**config.mk**
```make
export PLATFORM = sky130hd
export DESIGN_NAME = stm_core
export DESIGN_NICKNAME = d
export VERILOG_FILES = /design/src/shared/stm_pkg.sv /design/src/stm_core.sv /design/src/stm_sync.sv /design/src/stm_tick_gen.sv
export SDC_FILE = /design/constraint.sdc
export NUM_CORES = 1
export LEC_CHECK = 0
export BUFFER_PORTS_ARGS = -buffer_cell sky130_fd_sc_hd__clkbuf_2
export CAP_MARGIN = 15
export CORE_MARGIN = 8
export CORE_UTILIZATION = 60
export CTS_BUF_LIST = sky130_fd_sc_hd__clkbuf_16
export DETAILED_ROUTE_END_ITERATION = 10
export GPL_ROUTABILITY_DRIVEN = 0
export PLACE_DENSITY = 0.8
export SYNTH_ARGS = -nofsm -noshare
export SYNTH_HDL_FRONTEND = slang
export SYNTH_SLANG_ARGS = --single-unit
```
**constraint.sdc**
```tcl
create_clock -name clk -period 3.5 [get_ports clk]
set_input_delay 0.525 -clock clk [delete_from_list [all_inputs] [get_ports clk]]
set_output_delay 0.525 -clock clk [all_outputs]
set_load 0.02 [all_outputs]
```
**src/shared/stm_pkg.sv**
```systemverilog
// package for the standard timer core: register map, field layout, encodings
// assumes a plain strobe register port and a single 200 MHz clock
package stm_pkg;
  // register indices on the plain port
  localparam logic [2:0] ADDR_CTRL0   = 3'h0; // timer_control_0
  localparam logic [2:0] ADDR_CTRL1   = 3'h1; // timer_control_1
  localparam logic [2:0] ADDR_CNT_LO  = 3'h2; // count_low_byte
  localparam logic [2:0] ADDR_CNT_HI  = 3'h3; // count_high_bits
  localparam logic [2:0] ADDR_CMPA_LO = 3'h4; // compare_a_low_byte
  localparam logic [2:0] ADDR_CMPA_HI = 3'h5; // compare_a_high_bits
  localparam int         ADDR_W       = 3;
  localparam int         CNT_W        = 10;   // counter width
  localparam int         PER_W        = 3;    // period compare width
  localparam logic [7:0] CTRL_RESET   = 8'h00;
  localparam logic [1:0] HI_PAD       = 2'h0;

  // clock select encodings
  localparam logic [2:0] CK_SYS_DIV4  = 3'h0;
  localparam logic [2:0] CK_SYS       = 3'h1;
  localparam logic [2:0] CK_HI_DIV16  = 3'h2;
  localparam logic [2:0] CK_HI_DIV64  = 3'h3;
  localparam logic [2:0] CK_TB_A      = 3'h4;
  localparam logic [2:0] CK_TB_B      = 3'h5;
  localparam logic [2:0] CK_EXT_RISE  = 3'h6;
  localparam logic [2:0] CK_EXT_FALL  = 3'h7;
  localparam logic [5:0] DIV4_MASK    = 6'h03;
  localparam logic [5:0] DIV16_MASK   = 6'h0f;
  localparam logic [5:0] DIV64_MASK   = 6'h3f;

  // operating modes
  typedef enum logic [1:0] {
    MODE_COMPARE = 2'h0,
    MODE_CAPTURE = 2'h1,
    MODE_PWM     = 2'h2,
    MODE_TIMER   = 2'h3
  } stm_mode_t;

  // control register 0 layout
  typedef struct packed {
    logic             pauseBit;
    logic [2:0]       clockSelectField;
    logic             moduleEnableBit;
    logic [PER_W-1:0] periodValueField;
  } stm_ctrl0_t;

  // control register 1 layout
  typedef struct packed {
    stm_mode_t  modeField;
    logic [1:0] outputFunctionField;
    logic       outputControlBit;
    logic       polarityBit;
    logic       dutyPeriodSwapBit;
    logic       clearSourceBit;
  } stm_ctrl1_t;

  // register port request
  typedef struct packed {
    logic [ADDR_W-1:0] addr;
    logic [7:0]        wdata;
    logic              wr;
    logic              rd;
  } stm_bus_req_t;

  // compare events of one counter step
  typedef struct packed {
    logic matchA;
    logic matchP;
    logic overflow;
  } stm_events_t;
endpackage

```
**src/stm_core.sv**
```systemverilog
// standard timer core: 10-bit up counter, period and compare A comparators,
// waveform output and capture, reached over a plain strobe register port
// assumes one clock, synchronous active-high reset, async pins synchronised here
//
// What this block does
// - ten-bit up counter on selected clock
// - period value compared to counter bits 9..7
// - compare A checks all ten counter bits
// - software clears count only via enable rise
// - overflow or selected match clears, raises interrupt
// - pause bit holds count, resume from held
// - clock select picks one of eight sources
// - enable low stops counter, keeps value
// - enable rising edge zeroes the counter
// - enable rise restores initial output level
// - period n gives n*128 clocks, zero 1024
// - period match clears when clear source zero
// - mode field selects compare, capture, PWM, timer
// - timer mode output level is undefined
// - compare A match: none, low, high, toggle
// - PWM mode: inactive, active, PWM, single pulse
// - capture on rise, fall, both, or off
// - requested level equal initial gives no change
// - clear source: period/overflow or compare A
// - output control sets compare mode initial level
// - polarity inverts output except timer mode
// - low bytes go through shared 8-bit buffer
//
// Decided for this implementation: the placing of the registers and the strobed register port.
`timescale 1ns/1ps
module stm_core #(
  parameter int CNT_W = stm_pkg::CNT_W // counter width
) (
  input  wire logic                      clk,
  input  wire logic                      rst,
  input  wire logic [stm_pkg::ADDR_W-1:0] regAddr,
  input  wire logic [7:0]                regWdata,
  input  wire logic                      regWr,
  input  wire logic                      regRd,
  output logic      [7:0]                regRdata,
  input  wire logic                      highClockTick,
  input  wire logic                      timeBaseTick,
  input  wire logic                      externalClockPin,
  input  wire logic                      capturePin,
  output logic                           waveformOutputPin,
  output logic                           matchAIrq,
  output logic                           matchPIrq,
  output logic                           moduleActive
);
  // whole module state in one struct
  typedef struct packed {
    stm_pkg::stm_ctrl0_t ctrl0;       // timer_control_0
    stm_pkg::stm_ctrl1_t ctrl1;       // timer_control_1
    logic [CNT_W-1:0]    count;       // the counter
    logic [CNT_W-1:0]    compareA;    // compare_a_value
    logic [7:0]          lowBuffer;   // shared low-byte buffer
    logic                outLevel;    // raw output before polarity
    logic                pulseArmed;  // single pulse in progress
    logic                enablePrev;  // enable history for edge
    logic [7:0]          rdata;       // read data, one cycle later
    logic                irqA;        // one-cycle match A pulse
    logic                irqP;        // one-cycle match P pulse
  } stm_core_state_t;

  stm_pkg::stm_bus_req_t req;      // bundled register request
  stm_core_state_t       st;       // registered state
  stm_core_state_t       next_st;  // next value
  logic                  tick;     // one timer clock this cycle
  logic                  extRise;  // external clock rising edge
  logic                  extFall;  // external clock falling edge
  logic                  capRise;  // capture pin rising edge
  logic                  capFall;  // capture pin falling edge
  stm_pkg::stm_events_t  ev;       // comparator results

  assign req = '{addr: regAddr, wdata: regWdata, wr: regWr, rd: regRd};

  // pins pass two flops before use
  stm_sync u_ext_sync (
    .clk   (clk),
    .rst   (rst),
    .pinIn (externalClockPin),
    .level (),
    .rise  (extRise),
    .fall  (extFall)
  );

  stm_sync u_cap_sync (
    .clk   (clk),
    .rst   (rst),
    .pinIn (capturePin),
    .level (),
    .rise  (capRise),
    .fall  (capFall)
  );

  // timer clock source selection
  stm_tick_gen u_tick (
    .clk              (clk),
    .rst              (rst),
    .clockSelectField (st.ctrl0.clockSelectField),
    .highClockTick    (highClockTick),
    .timeBaseTick     (timeBaseTick),
    .extRise          (extRise),
    .extFall          (extFall),
    .tick             (tick)
  );

  // period compare: top three bits equal value; zero means full-scale overflow
  function automatic logic period_hit(input logic [CNT_W-1:0] cnt, input logic [stm_pkg::PER_W-1:0] per);
    period_hit = (per != '0) && (cnt[CNT_W-1 -: stm_pkg::PER_W] == per);
  endfunction

  // apply a compare-mode action to the current level
  function automatic logic compare_action(input logic [1:0] fn, input logic cur);
    unique case (fn)
      2'h0:    compare_action = cur;    // no change
      2'h1:    compare_action = 1'b0;   // drive low
      2'h2:    compare_action = 1'b1;   // drive high
      default: compare_action = ~cur;   // toggle
    endcase
  endfunction

  // comparator evaluation on the value the counter is about to reach; overflow on the current value
  always_comb begin
    ev          = '0;
    ev.matchA   = (st.count + CNT_W'(1)) == st.compareA && st.compareA != '0;
    ev.matchP   = period_hit(st.count + CNT_W'(1), st.ctrl0.periodValueField);
    ev.overflow = st.count == {CNT_W{1'b1}};
  end

  // main next-state logic
  always_comb begin
    logic run;
    logic enRise;
    logic clearHit;
    logic isSwap;
    logic [CNT_W-1:0] periodEdge;
    run        = 1'b0;
    enRise     = 1'b0;
    clearHit   = 1'b0;
    isSwap     = 1'b0;
    periodEdge = '0;
    next_st    = st;
    next_st.irqA       = 1'b0;
    next_st.irqP       = 1'b0;
    next_st.enablePrev = st.ctrl0.moduleEnableBit;
    enRise = st.ctrl0.moduleEnableBit & ~st.enablePrev;
    // enable high, not paused, timer clock present
    run = st.ctrl0.moduleEnableBit && !st.ctrl0.pauseBit && tick;
    isSwap = st.ctrl1.dutyPeriodSwapBit;
    periodEdge = {st.ctrl0.periodValueField, {(CNT_W-stm_pkg::PER_W){1'b0}}};

    if (enRise) begin
      next_st.count = '0;
      next_st.pulseArmed = st.ctrl1.outputFunctionField == 2'h3;
      // restore initial level in output modes
      if (st.ctrl1.modeField != stm_pkg::MODE_TIMER &&
          st.ctrl1.modeField != stm_pkg::MODE_CAPTURE) begin
        next_st.outLevel = (st.ctrl1.modeField == stm_pkg::MODE_COMPARE)
                           ? st.ctrl1.outputControlBit : 1'b0;
      end
    end else if (run) begin
      // clear source decides which match wraps the counter; PWM mode always wraps on period
      if (st.ctrl1.clearSourceBit && st.ctrl1.modeField != stm_pkg::MODE_PWM) begin
        clearHit = ev.matchA;
      end else begin
        clearHit = ev.matchP;
      end
      if (clearHit || ev.overflow) begin
        next_st.count = '0;
      end else begin
        next_st.count = st.count + CNT_W'(1);
      end
      next_st.irqA = ev.matchA;
      next_st.irqP = (ev.matchP || (ev.overflow && st.ctrl0.periodValueField == '0)) &&
                     !(st.ctrl1.clearSourceBit && st.ctrl1.modeField != stm_pkg::MODE_PWM);
      // output behaviour by mode
      unique case (st.ctrl1.modeField)
        stm_pkg::MODE_COMPARE: begin
          if (ev.matchA) begin
            // equal-to-initial request leaves pin unchanged
            next_st.outLevel = compare_action(st.ctrl1.outputFunctionField, st.outLevel);
          end
        end
        stm_pkg::MODE_PWM: begin
          unique case (st.ctrl1.outputFunctionField)
            2'h0: next_st.outLevel = 1'b0;                         // inactive
            2'h1: next_st.outLevel = 1'b1;                         // active
            2'h2: begin
              // active until duty match, inactive to period end
              if (next_st.count == '0) begin
                next_st.outLevel = 1'b1;
              end else if (isSwap ? (next_st.count == periodEdge) : ev.matchA) begin
                next_st.outLevel = 1'b0;
              end
            end
            default: begin
              // one active pulse from enable until compare A
              next_st.outLevel = st.pulseArmed && !ev.matchA;
              if (ev.matchA) begin
                next_st.pulseArmed = 1'b0;
              end
            end
          endcase
        end
        default: begin
          // timer mode: pin is don't-care, capture handled below
          next_st.outLevel = st.outLevel;
        end
      endcase
    end

    // capture copies count into compare A on the chosen edge
    if (st.ctrl1.modeField == stm_pkg::MODE_CAPTURE && st.ctrl0.moduleEnableBit) begin
      unique case (st.ctrl1.outputFunctionField)
        2'h0:    if (capRise) next_st.compareA = st.count;
        2'h1:    if (capFall) next_st.compareA = st.count;
        2'h2:    if (capRise || capFall) next_st.compareA = st.count;
        default: next_st.compareA = st.compareA;                   // disabled
      endcase
      if ((capRise && st.ctrl1.outputFunctionField == 2'h0) ||
          (capFall && st.ctrl1.outputFunctionField == 2'h1) ||
          ((capRise || capFall) && st.ctrl1.outputFunctionField == 2'h2)) begin
        next_st.irqA = 1'b1;
      end
    end

    // register writes; mode changes while on are the user's problem
    if (req.wr) begin
      unique case (req.addr)
        stm_pkg::ADDR_CTRL0:   next_st.ctrl0 = stm_pkg::stm_ctrl0_t'(req.wdata);
        stm_pkg::ADDR_CTRL1:   next_st.ctrl1 = stm_pkg::stm_ctrl1_t'(req.wdata);
        stm_pkg::ADDR_CMPA_LO: next_st.lowBuffer = req.wdata;
        stm_pkg::ADDR_CMPA_HI: next_st.compareA = {req.wdata[CNT_W-9:0], st.lowBuffer};
        default: next_st.lowBuffer = st.lowBuffer;                  // counter is read-only
      endcase
    end

    // register reads answered the following cycle
    next_st.rdata = '0;
    if (req.rd) begin
      unique case (req.addr)
        stm_pkg::ADDR_CTRL0:   next_st.rdata = st.ctrl0;
        stm_pkg::ADDR_CTRL1:   next_st.rdata = st.ctrl1;
        stm_pkg::ADDR_CNT_LO,
        stm_pkg::ADDR_CMPA_LO: next_st.rdata = st.lowBuffer;
        stm_pkg::ADDR_CNT_HI: begin
          next_st.rdata     = {6'h00, st.count[CNT_W-1:8]};
          next_st.lowBuffer = st.count[7:0];
        end
        stm_pkg::ADDR_CMPA_HI: begin
          next_st.rdata     = {6'h00, st.compareA[CNT_W-1:8]};
          next_st.lowBuffer = st.compareA[7:0];
        end
        default: next_st.rdata = '0;                                // unmapped reads zero
      endcase
    end
  end

  // single state register
  always_ff @(posedge clk) begin
    if (rst) begin
      st <= '0;
    end else begin
      st <= next_st;
    end
  end

  // outputs; polarity skipped in timer mode
  assign regRdata          = st.rdata;
  assign waveformOutputPin = (st.ctrl1.modeField == stm_pkg::MODE_TIMER) ? st.outLevel
                             : st.outLevel ^ st.ctrl1.polarityBit;
  assign matchAIrq         = st.irqA;
  assign matchPIrq         = st.irqP;
  assign moduleActive      = st.ctrl0.moduleEnableBit;              // low means reduced power
endmodule

```
**src/stm_sync.sv**
```systemverilog
// two-stage synchroniser with edge detection on the second stage output
// assumes pin input is asynchronous to clk
`timescale 1ns/1ps
module stm_sync (
  input  wire logic clk,
  input  wire logic rst,
  input  wire logic pinIn,
  output logic      level,
  output logic      rise,
  output logic      fall
);
  // state: two sync stages plus history for edges
  typedef struct packed {
    logic meta;
    logic stable;
    logic prev;
  } stm_sync_state_t;

  stm_sync_state_t st;      // registered state
  stm_sync_state_t next_st; // next value

  // shift chain; only stage two feeds the edge logic
  always_comb begin
    next_st        = st;
    next_st.meta   = pinIn;
    next_st.stable = st.meta;
    next_st.prev   = st.stable;
  end

  always_ff @(posedge clk) begin
    if (rst) begin
      st <= '0;
    end else begin
      st <= next_st;
    end
  end

  assign level = st.stable;
  assign rise  = st.stable & ~st.prev;
  assign fall  = ~st.stable & st.prev;
endmodule

```
**src/stm_tick_gen.sv**
```systemverilog
// timer clock tick generator: one-cycle enable per selected timer clock edge
// assumes time-base and high-clock ticks arrive as clk-synchronous pulses
`timescale 1ns/1ps
module stm_tick_gen (
  input  wire logic       clk,
  input  wire logic       rst,
  input  wire logic [2:0] clockSelectField,
  input  wire logic       highClockTick,
  input  wire logic       timeBaseTick,
  input  wire logic       extRise,
  input  wire logic       extFall,
  output logic            tick
);
  // state: free prescalers for system and high clock
  typedef struct packed {
    logic [5:0] sysDiv;
    logic [5:0] hiDiv;
  } stm_tick_state_t;

  stm_tick_state_t st;      // registered state
  stm_tick_state_t next_st; // next value

  // prescalers advance regardless of selection, like free dividers
  always_comb begin
    next_st        = st;
    next_st.sysDiv = st.sysDiv + 6'h01;
    if (highClockTick) begin
      next_st.hiDiv = st.hiDiv + 6'h01;
    end
  end

  always_ff @(posedge clk) begin
    if (rst) begin
      st <= '0;
    end else begin
      st <= next_st;
    end
  end

  // source select decode
  always_comb begin
    unique case (clockSelectField)
      stm_pkg::CK_SYS_DIV4: tick = (st.sysDiv & stm_pkg::DIV4_MASK) == stm_pkg::DIV4_MASK;
      stm_pkg::CK_SYS:      tick = 1'b1;
      stm_pkg::CK_HI_DIV16: tick = highClockTick && ((st.hiDiv & stm_pkg::DIV16_MASK) == stm_pkg::DIV16_MASK);
      stm_pkg::CK_HI_DIV64: tick = highClockTick && ((st.hiDiv & stm_pkg::DIV64_MASK) == stm_pkg::DIV64_MASK);
      stm_pkg::CK_TB_A,
      stm_pkg::CK_TB_B:     tick = timeBaseTick;
      stm_pkg::CK_EXT_RISE: tick = extRise;
      stm_pkg::CK_EXT_FALL: tick = extFall;
      default:              tick = 1'b0;
    endcase
  end
endmodule

```
==> reports/qor.yml <==
synth:
  synth_nets: 539
  yosysMostFrequentCell: "dfxtp_1"
  ys_seq_area_frac: 0.343
  async_flop_share: 0
  synth-warning-count: 0
  synthTopCellsByCount: "71 x dfxtp_1, 61 x nor2_1, 45 x nand2_1"
  ys_top_cells_by_area: "dfxtp_1 34%, mux2i_1 6.3%, nor2_1 5.5%"
  synth_top_cell_by_area: "dfxtp_1"
  ys.flop_type: "dfxtp_1"
  synth_cell_types: 60
  synth_cells: 510
  netlist_area_um2: 4150
  netlist.area_leader.share: 0.343
  synth.avg_cell_area_um2: 8.14
  ys_seq_elements: 71
  synth_edf_count: 0
pwr:
  comb_power_share: 0.075
  pwr-share-clk: 0.480
  irDropWorstVdd_mv: 0.349
  p_int_mw: 1.44
  pwr-share-seq: 0.445
  switching_share: 0.245
  power_density_nw_per_um2: 417
  finalPower_mw: 1.90
  p_sw_mw: 0.467
  p_leak_nw: 1.66
finish:
  fill_cells: 542
  drive_gt1_frac: 0.119
  seq_area_um2: 1420
  area_delta_synth_final_pct: 10.1
  nNetsFinal: 547
  diodes: 0
  multi_input_area_um2: 2470
drt:
  vias_per_cell: 6.57
  wl_per_cell_um: 18.2
  remaining_drc_errors: 0
  wirelength_mm: 11.0
  num_vias: 3959
  ant_nets: 0
  firstDrtPassIters: 6
  drt_iter0_drc: 424
floorplan:
  core_area_um2: 6760
  ioPinCount: 31
  dieArea_um2: 9830
  die_w_um: 99.2
  initial_core_util: 0.614
  die_h_um: 99.2
  rows: 30
global_route:
  grtUsageTotal: 0.224
  gr-total-overflow: 0
  grt_start_max_net_pins: 48
  grt_pass1_wl_mm: 18.0
  first_global_vias: 3645
  antenna_found_initial: 0
cts:
  postCtsSetupBuffers: 0
  clockBufferDepth: 2
  cts_tree: "done"
  htreeDepth: 3
  holdBufCountCts: 0
  cts_buffers: 9
  root_buffer: "clkbuf_16"
  clk_latency_ns: 0.34
  clock_sinks: 71
  post_cts_resized: 0
  clkTransAtPathRegs_ns: 0.06
timing:
  skew_ns: 0.0106
  relSlewSlack: 0.423
  finalSetupTns_ns: 0
  period_minus_slack_ns: 3.24
  fmax_ghz: 0.309
  rsz0062_at_grt: "false"
  maxSlewViolCount: 0
  hold_viol: 0
  finalSetupViolCount: 0
  post-route-period-util: 0.925
  worst_pin_slew_ns: 0.861
critical_path:
  path_common_cell: "nand3_1"
  critPathSlowestCell: "dfxtp_1"
  critPathLaunchType: "flip-flop"
  cp_data_arrival_time_ns: 3.46
  required_ns: 3.72
  worstPathMaxFanout: 17
  worst_setup_path_end_kind: "flip-flop"
  path_delay_family: "simple AND/OR/NAND/NOR gates"
  path_cells: "ha_1, nand3_1, or3_1, a21oi_1, and4_1, nand3_1, and3b_1, a21o_1, a32o_1"
  cp.buffers_inverters: 0
  critical-path-max-stage-delay_ns: 0.62
  crit_type: "reg2reg"
outcome:
  status: "complete, no violations"
flow_run:
  maxCapViolCount: 0
hold_path:
  hold_class: "in2reg"
placement:
  port_buffers: 30
  place_hpwl_mm: 7.70
==> cell usage in the layout (no fill, tap or decap), types with 7 or more instances in the layout <==
cell type / count
clkbuf_2: 30
ha_1: 10
nor3_1: 7
nor2_1: 61
inv_1: 14
nor2b_1: 13
o22ai_1: 14
a22oi_1: 17
or3_1: 11
nand3_1: 11
nand2b_1: 8
xnor2_1: 8
a21oi_1: 39
a211oi_1: 12
buf_4: 10
xor2_1: 8
nand2_1: 45
nor3b_1: 7
dfxtp_1: 71
clkbuf_16: 9
mux2i_1: 26
==> per-stage QoR <==
step | utilization | instance area (µm²) | instances | hold WS, ns | setup WS, ns
floorplan | - | 4150 | 510 | 0.399 | 1.04
global placement | 0.632 | 4270 | 587 | 0.410 | 0.488
detailed placement | 0.632 | 4270 | 587 | 0.430 | 0.393
CTS | 0.676 | 4570 | 603 | 0.400 | 0.343
global route | 0.676 | 4570 | 603 | 0.404 | 0.0531
finish | 0.676 | 4570 | 603 | 0.401 | 0.261
==> metal layers <==
metal / up-vias / track usage / part of all wire / wire length (µm)
met1: 1854 / 0.275 / 0.42 / 4570
met3: 36 / 0.0454 / 0.077 / 841
met2: 205 / 0.360 / 0.47 / 5180
li1: 1864 / - / - / -
met5: - / 0 / 0 / 0
met4: 0 / 0.119 / 0.035 / 379
==> power by group through the flow <==
stage,Sequential (mW),Clock [mW],Combinational (mW)
after floorplan,0.856,0,0.102
after global placement,0.863,0,0.135
after detailed placement,0.864,0,0.139
after CTS,0.846,0.919,0.140
after global routing,0.848,0.960,0.155
final,0.847,0.914,0.142
==> sequential cells by signal, indices dropped and copies added (netlist names) <==
name,cells
matchAIrq,1
matchPIrq,1
moduleActive,1
regRdata,8
st,46
u_cap_sync.level,1
u_cap_sync.next_st,1
u_cap_sync.st,1
u_ext_sync.level,1
u_ext_sync.next_st,1
u_ext_sync.st,1
u_tick.st,8
==> worst paths after layout <==
path	from	to	slack [ns]	cells after the start
worst max-delay path	st[31]	st[35]	0.26	9
worst min-delay path	externalClockPin	u_ext_sync.next_st[1]	0.40	2
worst max register to register	st[31]	st[35]	0.26	9
worst min register to register	u_tick.st[6]	u_tick.st[6]	0.44	1
==> logic make-up (layout without fill, tap and decap cells) <==
group	count (synthesis)	after routing	share of synthesized area
multiplexers	28	28	0.0709
AO/OA/AOI/OAI	127	127	0.209
AND/OR/NAND/NOR	200	200	0.246
XOR/XNOR	17	17	0.0395
buffers and inverters	57	70	0.0621
flip-flops	71	71	0.343
adder cells (fa/ha/maj)	10	10	0.0302
==> area by class of cell <==
class                   instances  area share
clock buffers                   9      0.0493
well taps                      80      0.0219
multi-input cells             382       0.541
repair buffers                 40      0.0493
inverters                      14      0.0115
flip-flops and latches         71       0.311
clock inverters                 7      0.0159
No activity file was read; power rests on OpenSTA's default activity.
